[config.mk]
export PLATFORM = sky130hd
export DESIGN_NAME = aisel_top
export DESIGN_NICKNAME = d
export VERILOG_FILES = /design/src/include/aisel_pkg.sv /design/src/logic/aisel_top.sv
export VERILOG_INCLUDE_DIRS = /design/src /design/src/include
export SDC_FILE = /design/constraint.sdc
export NUM_CORES = 1
export LEC_CHECK = 0
export BUFFER_PORTS_ARGS = -buffer_cell sky130_fd_sc_hd__buf_2
export CORE_ASPECT_RATIO = 0.8
export CORE_UTILIZATION = 51
export DETAILED_ROUTE_END_ITERATION = 7
export PLACE_DENSITY_LB_ADDON = 0.1
export SKIP_CTS_REPAIR_TIMING = 1
export SYNTH_ARGS = -nofsm -noshare
export SYNTH_HDL_FRONTEND = slang
export SYNTH_SLANG_ARGS = --single-unit
[constraint.sdc]
create_clock -name ref_clk -period 2.5 [get_ports ref_clk]
set_clock_uncertainty 0.1 [all_clocks]
set_input_delay 0.25 -clock ref_clk [delete_from_list [all_inputs] [get_ports ref_clk]]
set_output_delay 0.25 -clock ref_clk [all_outputs]
set_load 0.01 [all_outputs]
[src/include/aisel_regs.svh]
// register offsets, field positions, reset values and timing counts of the input/reference selector
`ifndef AISEL_REGS_SVH
`define AISEL_REGS_SVH

// register indices as printed, byte address is four times the index
`define AISEL_IDX_SELECT 6'd7
`define AISEL_IDX_CTRL 6'd8
`define AISEL_IDX_ACTIVE 6'd9
`define AISEL_ADDR_SELECT (`AISEL_IDX_SELECT * 6'd4)
`define AISEL_ADDR_CTRL (`AISEL_IDX_CTRL * 6'd4)
`define AISEL_ADDR_ACTIVE (`AISEL_IDX_ACTIVE * 6'd4)

// selection register layout
`define AISEL_SELECT_RESET 8'h00
`define AISEL_REF_HI 7
`define AISEL_REF_LO 6
`define AISEL_CHAN_HI 5
`define AISEL_CHAN_LO 0

// control register layout
`define AISEL_CTRL_ENABLE 7
`define AISEL_CTRL_START 6
`define AISEL_CTRL_DONE 4
`define AISEL_CTRL_LONG 0

// reference codes
`define AISEL_REF_SUPPLY 2'b00
`define AISEL_REF_EXTERNAL 2'b01
`define AISEL_REF_INTERNAL 2'b10

// special channel codes and analog node numbers
`define AISEL_CHAN_TEMP 6'h22
`define AISEL_NODE_GND 4'h8
`define AISEL_NODE_BANDGAP 4'h9
`define AISEL_NODE_TEMP 4'hA

// converter clock cycles per conversion and system clocks per converter clock
`define AISEL_NORMAL_TICKS 5'd13
`define AISEL_LONG_TICKS 5'd25
`define AISEL_ADC_DIV 4'd8

`endif

[src/include/aisel_pkg.sv]
// types shared by the input/reference selector
package aisel_pkg;

    // conversion state, one-hot
    typedef enum logic [1:0] {
        AISEL_IDLE = 2'b01,
        AISEL_CONV = 2'b10
    } aisel_state_t;

    // decoded analog routing of one channel code
    typedef struct packed {
        logic [3:0] pos;
        logic [3:0] neg;
        logic diff;
        logic gain20;
        logic temp;
        logic cal;
    } aisel_route_t;

endpackage

[src/logic/aisel_top.sv]
// converter input multiplexer and reference selector with its register slave
`timescale 1ns/1ps
// What this block does
// - reference code 00 supply, 01 external pin, 10 internal 1.1V, 11 reserved.
// - reference writes during a conversion wait until that conversion completes.
// - channel writes during a conversion wait until that conversion completes.
// - any reference change makes the next conversion 25 converter clocks long.
// - channel field picks the connected inputs and, for differential, the gain.
// - codes 0-7 single pins, 100000 ground, 100001 bandgap, 100010 temperature.
// - the temperature channel code also switches the temperature sensor on.
// - codes 001000 to 011111 are forward differential pairs.
// - codes 101000 to 111111 are reversed differential pairs.
// - codes 100011 to 100111 short one input to both sides for calibration.
// - for differential codes the lowest bit selects 1x or 20x gain.
// - the top bit swaps positive and negative inputs of normal pairs.
// - the full differential pair table is decoded.
// - shorted pairs exist for inputs 0 (20x only), 3 and 7.
// - the selection register resets to zero and is fully read/write.
// - done flag rises at conversion end; pending selections commit then.
// - normal conversion takes 13 converter clocks, initialising one 25.
// - clearing enable during a conversion aborts it at once.
`include "aisel_regs.svh"

module aisel_top (
    input wire logic ref_clk,
    input wire logic rst_n,
    input wire logic [5:0] avs_address,
    input wire logic avs_read,
    input wire logic avs_write,
    input wire logic [31:0] avs_writedata,
    input wire logic [3:0] avs_byteenable,
    output logic [31:0] avs_readdata,
    output logic avs_waitrequest,
    output logic [3:0] pos_input_sel,
    output logic [3:0] neg_input_sel,
    output logic diff_mode,
    output logic gain_20x,
    output logic temp_sensor_en,
    output logic offset_cal,
    output logic ref_supply_sel,
    output logic ext_ref_connect,
    output logic internal_ref_on,
    output logic conv_sample,
    output logic conv_done_pulse
);
    import aisel_pkg::*;

    // ****************************************
    // decode functions
    // ****************************************

    // channel code to analog routing
    function automatic aisel_route_t decode_chan(input logic [5:0] c);
        aisel_route_t r;
        logic [7:0] pair;
        r = '0;
        pair = 8'h00;
        case (c[4:1]) // forward pair table, positive in high nibble
            4'h4: pair = 8'h01;
            4'h5: pair = 8'h03;
            4'h6: pair = 8'h12;
            4'h7: pair = 8'h13;
            4'h8: pair = 8'h23;
            4'h9: pair = 8'h34;
            4'hA: pair = 8'h35;
            4'hB: pair = 8'h36;
            4'hC: pair = 8'h37;
            4'hD: pair = 8'h45;
            4'hE: pair = 8'h56;
            default: pair = 8'h67;
        endcase
        if (c[5:3] == 3'b000) begin
            r.pos = {1'b0, c[2:0]};
            r.neg = `AISEL_NODE_GND;
        end else if (c[5:3] == 3'b100) begin
            case (c[2:0])
                3'd0: begin
                    r.pos = `AISEL_NODE_GND;
                    r.neg = `AISEL_NODE_GND;
                end
                3'd1: begin
                    r.pos = `AISEL_NODE_BANDGAP;
                    r.neg = `AISEL_NODE_GND;
                end
                3'd2: begin
                    r.pos = `AISEL_NODE_TEMP;
                    r.neg = `AISEL_NODE_GND;
                    r.temp = 1'b1;
                end
                3'd3: begin
                    r.cal = 1'b1;
                    r.diff = 1'b1;
                    r.gain20 = 1'b1;
                end
                3'd4, 3'd5: begin
                    r.pos = 4'h3;
                    r.neg = 4'h3;
                    r.cal = 1'b1;
                    r.diff = 1'b1;
                    r.gain20 = c[0];
                end
                default: begin
                    r.pos = 4'h7;
                    r.neg = 4'h7;
                    r.cal = 1'b1;
                    r.diff = 1'b1;
                    r.gain20 = c[0];
                end
            endcase
        end else begin
            r.diff = 1'b1;
            r.gain20 = c[0];
            r.pos = c[5] ? pair[3:0] : pair[7:4];
            r.neg = c[5] ? pair[7:4] : pair[3:0];
        end
        return r;
    endfunction

    // ****************************************
    // bus slave
    // ****************************************

    logic [7:0] select_reg;
    logic [1:0] ref_active;
    logic [5:0] chan_active;
    logic enable;
    logic done_flag;
    logic long_pending;
    logic conv_long;
    aisel_state_t state;
    logic [4:0] ticks_left;
    logic [3:0] div_count;
    aisel_route_t route;

    // a request is answered on the second edge: waitrequest drops for exactly one cycle
    wire bus_req = avs_read || avs_write;
    wire wr_fire = avs_write && !avs_waitrequest && avs_byteenable[0];
    wire wr_select = wr_fire && (avs_address == `AISEL_ADDR_SELECT);
    wire wr_ctrl = wr_fire && (avs_address == `AISEL_ADDR_CTRL);
    wire busy = (state == AISEL_CONV);
    wire [7:0] ctrl_view = {enable, busy, 1'b0, done_flag, 3'b000, conv_long};
    wire [7:0] active_view = {ref_active, chan_active};
    wire [7:0] read_mux = (avs_address == `AISEL_ADDR_SELECT) ? select_reg :
                          (avs_address == `AISEL_ADDR_CTRL) ? ctrl_view :
                          (avs_address == `AISEL_ADDR_ACTIVE) ? active_view : 8'h00;
    wire next_waitrequest = !(bus_req && avs_waitrequest);

    // answer registers, readdata captured while waitrequest is still high
    always_ff @(posedge ref_clk or negedge rst_n) begin
        if (!rst_n) begin
            avs_waitrequest <= 1'b1;
            avs_readdata <= 32'h0000_0000;
        end else begin
            avs_waitrequest <= next_waitrequest;
            if (avs_read && avs_waitrequest) begin
                avs_readdata <= {24'h00_0000, read_mux};
            end
        end
    end

    // selection register, every bit kept as written, reserved code included
    always_ff @(posedge ref_clk or negedge rst_n) begin
        if (!rst_n) begin
            select_reg <= `AISEL_SELECT_RESET;
        end else if (wr_select) begin
            select_reg <= avs_writedata[7:0];
        end
    end

    // ****************************************
    // conversion timing
    // ****************************************

    // commit only while idle or on the completing edge, so a running conversion keeps its inputs
    wire tick = (div_count == `AISEL_ADC_DIV - 4'd1);
    wire conv_finish = busy && enable && tick && (ticks_left == 5'd1);
    wire commit = !busy || conv_finish;
    wire ref_change = commit && (select_reg[`AISEL_REF_HI:`AISEL_REF_LO] != ref_active);
    wire conv_start = wr_ctrl && !busy && avs_writedata[`AISEL_CTRL_START] && avs_writedata[`AISEL_CTRL_ENABLE];
    // first conversion after enabling, or any reference change, runs long
    wire start_long = long_pending || !enable || ref_change;
    wire [4:0] start_ticks = start_long ? `AISEL_LONG_TICKS : `AISEL_NORMAL_TICKS;
    wire next_done = conv_finish || (done_flag && !(wr_ctrl && avs_writedata[`AISEL_CTRL_DONE]));

    // state machine: idle until started, abort on enable low
    always_ff @(posedge ref_clk or negedge rst_n) begin
        if (!rst_n) begin
            state <= AISEL_IDLE;
        end else begin
            case (state)
                AISEL_IDLE: if (conv_start) state <= AISEL_CONV;
                AISEL_CONV: if (!enable || conv_finish) state <= AISEL_IDLE;
                default: state <= AISEL_IDLE;
            endcase
        end
    end

    // converter clock divider and remaining-cycle counter
    always_ff @(posedge ref_clk or negedge rst_n) begin
        if (!rst_n) begin
            div_count <= 4'd0;
            ticks_left <= 5'd0;
        end else if (conv_start) begin
            div_count <= 4'd0;
            ticks_left <= start_ticks;
        end else if (busy) begin
            div_count <= tick ? 4'd0 : div_count + 4'd1;
            if (tick) ticks_left <= ticks_left - 5'd1;
        end
    end

    // control bits; completion wins over a same-cycle clear of the done flag
    always_ff @(posedge ref_clk or negedge rst_n) begin
        if (!rst_n) begin
            enable <= 1'b0;
            done_flag <= 1'b0;
            long_pending <= 1'b1;
            conv_long <= 1'b0;
        end else begin
            if (wr_ctrl) enable <= avs_writedata[`AISEL_CTRL_ENABLE];
            done_flag <= next_done;
            if (conv_start) begin
                long_pending <= 1'b0;
                conv_long <= start_long;
            end else if (ref_change || !enable) begin
                long_pending <= 1'b1;
            end
        end
    end

    // ****************************************
    // analog routing outputs
    // ****************************************

    wire aisel_route_t next_route = decode_chan(select_reg[`AISEL_CHAN_HI:`AISEL_CHAN_LO]);

    // active selection and its decoded routing move together at commit
    always_ff @(posedge ref_clk or negedge rst_n) begin
        if (!rst_n) begin
            ref_active <= 2'b00;
            chan_active <= 6'h00;
            route <= '{pos: 4'h0, neg: `AISEL_NODE_GND, default: 1'b0};
        end else if (commit) begin
            ref_active <= select_reg[`AISEL_REF_HI:`AISEL_REF_LO];
            chan_active <= select_reg[`AISEL_CHAN_HI:`AISEL_CHAN_LO];
            route <= next_route;
        end
    end

    // reserved code falls back to the supply so no reference node floats
    always_ff @(posedge ref_clk or negedge rst_n) begin
        if (!rst_n) begin
            ref_supply_sel <= 1'b1;
            ext_ref_connect <= 1'b0;
            internal_ref_on <= 1'b0;
        end else if (commit) begin
            ref_supply_sel <= select_reg[7:6] == `AISEL_REF_SUPPLY || select_reg[7:6] == 2'b11;
            ext_ref_connect <= select_reg[7:6] == `AISEL_REF_EXTERNAL;
            internal_ref_on <= select_reg[7:6] == `AISEL_REF_INTERNAL;
        end
    end

    // conversion strobes to the sample-and-hold core
    always_ff @(posedge ref_clk or negedge rst_n) begin
        if (!rst_n) begin
            conv_sample <= 1'b0;
            conv_done_pulse <= 1'b0;
        end else begin
            conv_sample <= conv_start || (busy && enable && !conv_finish);
            conv_done_pulse <= conv_finish;
        end
    end

    assign pos_input_sel = route.pos;
    assign neg_input_sel = route.neg;
    assign diff_mode = route.diff;
    assign gain_20x = route.gain20;
    assign temp_sensor_en = route.temp;
    assign offset_cal = route.cal;

    // ****************************************
    // assertions
    // ****************************************

    aisel_route_t swapped_route;
    assign swapped_route = decode_chan({~chan_active[5], chan_active[4:0]});
endmodule

# ---- Word-level counts from Yosys, hierarchy flattened
# Memories as Yosys holds them, arrays and structs flattened.
# Cells that the tools add are included.
dict set report classes {
  n_addsub 2
  n_eq_ne 19
  muxes 25
  n_reduce_logical 41
}
# cell count
set op_table {}
lappend op_table {{case mux 8 bit (5 select lines)} 1}
lappend op_table {{2-to-1 mux 8 bit} 4}
lappend op_table {{2-to-1 mux 4 bit} 6}
lappend op_table {{2-to-1 mux 5 bit} 4}
lappend op_table {{logical AND 1 bit} 16}
lappend op_table {{equality test 6 bit (second input constant)} 2}
lappend op_table {{2-to-1 mux 10 bit} 1}
lappend op_table {{equality test 3 bit (second input constant)} 3}
lappend op_table {{logical OR 1 bit} 9}
lappend op_table {{case mux 2 bit (2 select lines)} 2}
lappend op_table {{equality test 2 bit (second input constant)} 3}
lappend op_table {{equality test 3 x 2 -> 1 bit (second input constant)} 2}
lappend op_table {{equality test 6 x 5 -> 1 bit (second input constant)} 1}
lappend op_table {{zero test 1 bit} 6}
lappend op_table {{zero test 3 bit} 2}
lappend op_table {{2-to-1 mux 2 bit} 3}
lappend op_table {{nonzero test 2 bit} 3}
lappend op_table {{equality test 5 x 1 -> 1 bit (second input constant)} 1}
lappend op_table {{subtractor 5 x 1 -> 5 bit (second input constant)} 1}
lappend op_table {{adder 4 x 1 -> 4 bit (second input constant)} 1}
lappend op_table {{equality test 2 x 1 -> 1 bit (second input constant)} 2}
lappend op_table {{equality test 4 x 3 -> 1 bit (second input constant)} 1}
lappend op_table {{2-to-1 mux 1 bit} 4}
lappend op_table {{AND reduction 2 bit} 2}
lappend op_table {{7 further kinds} 7}
dict set report totals {
  reg_bits 57
  rom_bits 96
  inputBits 46
  elab_cells 111
  mem_count 1
}
# memory words word_bits rd rd_clocked_by_memory_dff write_ports line_no
set mem_list {}
lappend mem_list {{(no name shown)} 16 6 1 0 0 aisel_top.sv:58} ;# case (c[4:1])

# ---- Logic depth before layout (Yosys ltp)
dict set report depth {
  ltp_word 9
  depth_mapped 7
  mapped_depth_nobuf 6
}

# ---- Least setup slack after synthesis
# OpenSTA, ideal clock, no wires.
dict set report synth_timing {
  kind {register to register}
  from {reg select_reg[2]}
  to {reg route (netlist bit neg_input_sel[1])}
  setup_time_ns 0.125
  arrival_ns 1.776
  t_required_ns 2.275
  path_slack_ns 0.500
  stages_incl_launch_ff 8
  synth_period_minus_slack_ns 2.000
  path_cell_list {dfrtp_1 clkbuf_1 inv_1 ha_1 nor2b_1 o21ai_0 a221o_1 mux2_2}
}
dict set report synth_between {
  elab_chain_cells 5
  elab_cells_between_ends 12
}
# item line_no
set synth_lines {}
lappend synth_lines {{from (decl)} aisel_top.sv:123} ;# logic [7:0] select_reg;
lappend synth_lines {{from (signal assigned)} aisel_top.sv:164} ;# select_reg <= `AISEL_SELECT_RESET;
lappend synth_lines {{from (signal assigned)} aisel_top.sv:166} ;# select_reg <= avs_writedata[7:0];
lappend synth_lines {{parallel branches: the longest is 3 deep, another holds memory read (16 x 6 bit)} n/a}
lappend synth_lines {{2-to-1 mux 10 bit *} aisel_top.sv:75} ;# end else if (c[5:3] == 3'b100) begin
lappend synth_lines {{2-to-1 mux 8 bit *} aisel_top.sv:72} ;# if (c[5:3] == 3'b000) begin
lappend synth_lines {{to (signal assigned)} aisel_top.sv:246} ;# route <= next_route;
lappend synth_lines {{to (decl)} aisel_top.sv:133} ;# aisel_route_t route;
# Mark *: on every way between the ends.
# A chain may end at the register's enable or synchronous reset.

# ---- Worst setup path in the final report
dict set report layout_timing {
  from {reg div_count[0]}
  to {reg route (netlist bit neg_input_sel[1])}
}
dict set report layout_between {
  elab_chain_cells 4
}
# item line_no
set layout_lines {}
lappend layout_lines {{from (decl)} aisel_top.sv:132} ;# logic [3:0] div_count;
lappend layout_lines {{from (signal assigned)} aisel_top.sv:207} ;# div_count <= tick ? 4'd0 : div_count + 4'd1;
lappend layout_lines {{equality test 4 x 3 -> 1 bit} aisel_top.sv:175} ;# wire tick = (div_count == `AISEL_ADC_DIV - 4'd1);
lappend layout_lines {{logical AND 1 bit (2 in series)} aisel_top.sv:176} ;# wire conv_finish = busy && enable && tick && (ticks_left == 5'd1);
lappend layout_lines {{logical OR 1 bit} aisel_top.sv:177} ;# wire commit = !busy || conv_finish;
# No other way between the ends.

==> flow_summary.json <==
{
  "final_hold_viol_count": 1,
  "grt_max_degree": 38,
  "wl_per_cell_um": 13.9,
  "drive_gt1_share_pct": 25.6,
  "start_kind": "register",
  "cts.sinks": 57,
  "nets": 421,
  "rsz0062_at_grt": "no",
  "place_ws_ns": 0.565,
  "placementRows": 25,
  "io_buffers": 44,
  "gp_congestion": 0.833,
  "grt_usage_pct": 21.8,
  "p_leak_nw": 1.68,
  "status": "finished with violations",
  "reg2reg_from": "div_count[0]",
  "dr.pass1.iters": 4,
  "grt_antenna_before_repair": 0,
  "dpl.hpwl_mm": 4.47,
  "grt_first_pass_wirelength_mm": 10.4,
  "syn_to_final_growth_pct": 13.9,
  "powerDensity_nw_per_um2": 587,
  "drc": 0,
  "ios": 96,
  "design_area_um2": 3560,
  "synth_edf_count": 0,
  "arrival_ns": 2.06,
  "numCtsBuffers": 9,
  "r2r_cells": 5,
  "yosysSeqAreaShare_pct": 45.8,
  "slew-limit-headroom_pct": 42.7,
  "n_antenna_cell": 0,
  "finalPower_w": 0.00209,
  "clkTransAtPathRegs_ns": 0.06,
  "initialDrtViolationCount": 198,
  "layout_common_cells": "dfrtp_1 (52), buf_2 (44), nand2_1 (33), conb_1 (24), o21ai_0 (22)",
  "synth_cell_types": 58,
  "drv_slew": 0,
  "fin_crit_sh_pct": 77.9,
  "overflow": 0,
  "maxCapViolCount": 0,
  "finalCriticalPeriod_ns": 1.95,
  "cts_tree": "built",
  "cts-root-buf": "clkbuf_8",
  "ys_warn_count": 0,
  "dp.cells": 434,
  "grt_pass1_vias": 2143,
  "setup_viol": 0,
  "clk_path_buf_depth": 2,
  "synth-seq-cells": 57,
  "worst_pin_slew_ns": 0.857,
  "clock_latency_ns": 0.33,
  "htree_levels": 3,
  "crit_fanout": 37,
  "start_util_pct": 52.9,
  "finalSetupTns_ns": 0,
  "postPlaceCellArea_um2": 3380,
  "stdcell_count": 452,
  "violations": "hold timing",
  "die_y_um": 72.0,
  "die_area_um2": 6450,
  "required_ns": 2.61,
  "fin_ws_ns": 0.551,
  "synth_flop_cell": "dfrtp_1",
  "crit_start": "div_count[0]",
  "drtAntennaViolNets": 0,
  "end_kind": "register",
  "die_w_um": 89.5,
  "reg2reg_slack_ns": 0.55,
  "synthCells": 315,
  "cp-endpoint": "neg_input_sel[1]",
  "vias_per_cell": 5.26,
  "vias": 2377,
  "whs_ns": -0.00971,
  "netlist_area_um2": 3130,
  "fmax_mhz": 513,
  "worstSetupPathType": "reg2reg",
  "finalWirelength_mm": 6.30,
  "peakVddDrop_mv": 0.351,
  "synth_area_per_cell_um2": 9.92,
  "hp-class": "in2reg",
  "reg2reg_to": "neg_input_sel[1]",
  "final_common_cell": "dfrtp_1",
  "synthArstFlopShare_pct": 100,
  "core-area_um2": 5910
}
## critical path, stage by stage (launching register included)
cell and delay (ns):
dfrtp_1 0.41, ha_1 0.24, and3b_1 0.28, a31oi_4 0.21
buf_12 0.23, mux2_2 0.35
## metrics by stage
stage	hold slack [ns]	util (%)
after floorplan	-0.146	-
after global placement	0.0794	57.1
after detailed placement	0.0800	57.1
after CTS	-0.274	59.9
after global routing	0.00194	60.2
final	-0.00971	60.2
## report_power, final
part | total [W] | leakage, nW | switching (W) | internal, W
Combinational | 0.000318 | 0.914 | 0.000184 | 0.000135
Sequential | 0.00105 | 0.675 | 0.0000534 | 0.000996
Clock | 0.000722 | 0.0899 | 0.000343 | 0.000380
## cell usage after synthesis, types with 3 or more instances
cell type  instances  area (µm²)
clkbuf_1           4        15.0
a21o_1             5        37.5
nand2_1           33         124
dfrtp_1           52        1300
buf_2              9        45.0
o31ai_1            3        22.5
a221oi_1           4        35.0
buf_4             24         180
xnor2_1            3        26.3
nor2_1            21        78.8
nand2b_1           5        31.3
inv_1             10        37.5
dfstp_2            5         131
nor2b_1            7        43.8
xor2_1             4        35.0
nand4_1            3        18.8
buf_1              3        11.3
mux2_2            10         113
and3_1             5        31.3
and2_1             4        25.0
o21ai_0           22         110
a22oi_1            5        37.5
ha_1               9         113
nand3_1            4        20.0
nor3_1             5        25.0
a21oi_1           16        80.1
## cells by family after synthesis
| family | count (synthesis) | synth area share, % |
|---|---|---|
| other | 1 | 0.120 |
| and+or+nand+nor | 101 | 17.1 |
| AOI/OAI and AO/OA | 74 | 16.4 |
| buffers and inverters | 52 | 9.77 |
| DFF | 57 | 45.8 |
| adders and majority gates | 10 | 3.92 |
| xor gates and xnor gates | 7 | 1.96 |
| muxes | 13 | 4.88 |
## layer usage
metal	share of wire, %	up-vias	global-route usage, %
li1	-	1160	-
met1	50	1122	32.6
met2	42	91	30.0
met3	6.8	4	7.17
met4	0.63	0	6.00
met5	0	-	0
## area by class of cell
| cell class | count | area (µm²) |
|---|---|---|
| clock inverter | 4 | 20.0 |
| timing repair buffer | 59 | 350 |
| multi-input combinational | 229 | 1470 |
| fill | 544 | 2350 |
| sequential | 57 | 1430 |
| tap | 81 | 101 |
| inverter | 10 | 37.5 |
| clock buffer | 12 | 145 |
## worst min path at each step
stage,slack (ns),from,cells after the start,end
finish,-0.01,avs_write,2,avs_waitrequest
global route,0.002,avs_write,2,avs_waitrequest
CTS,-0.27,rst_n,1,chan_active[2]
detailed placement,0.08,rst_n,1,avs_readdata[2]
global placement,0.08,rst_n,1,avs_readdata[2]
floorplan,-0.15,rst_n,0,avs_readdata[0]
Note: power is estimated with default switching activity, not from simulation.
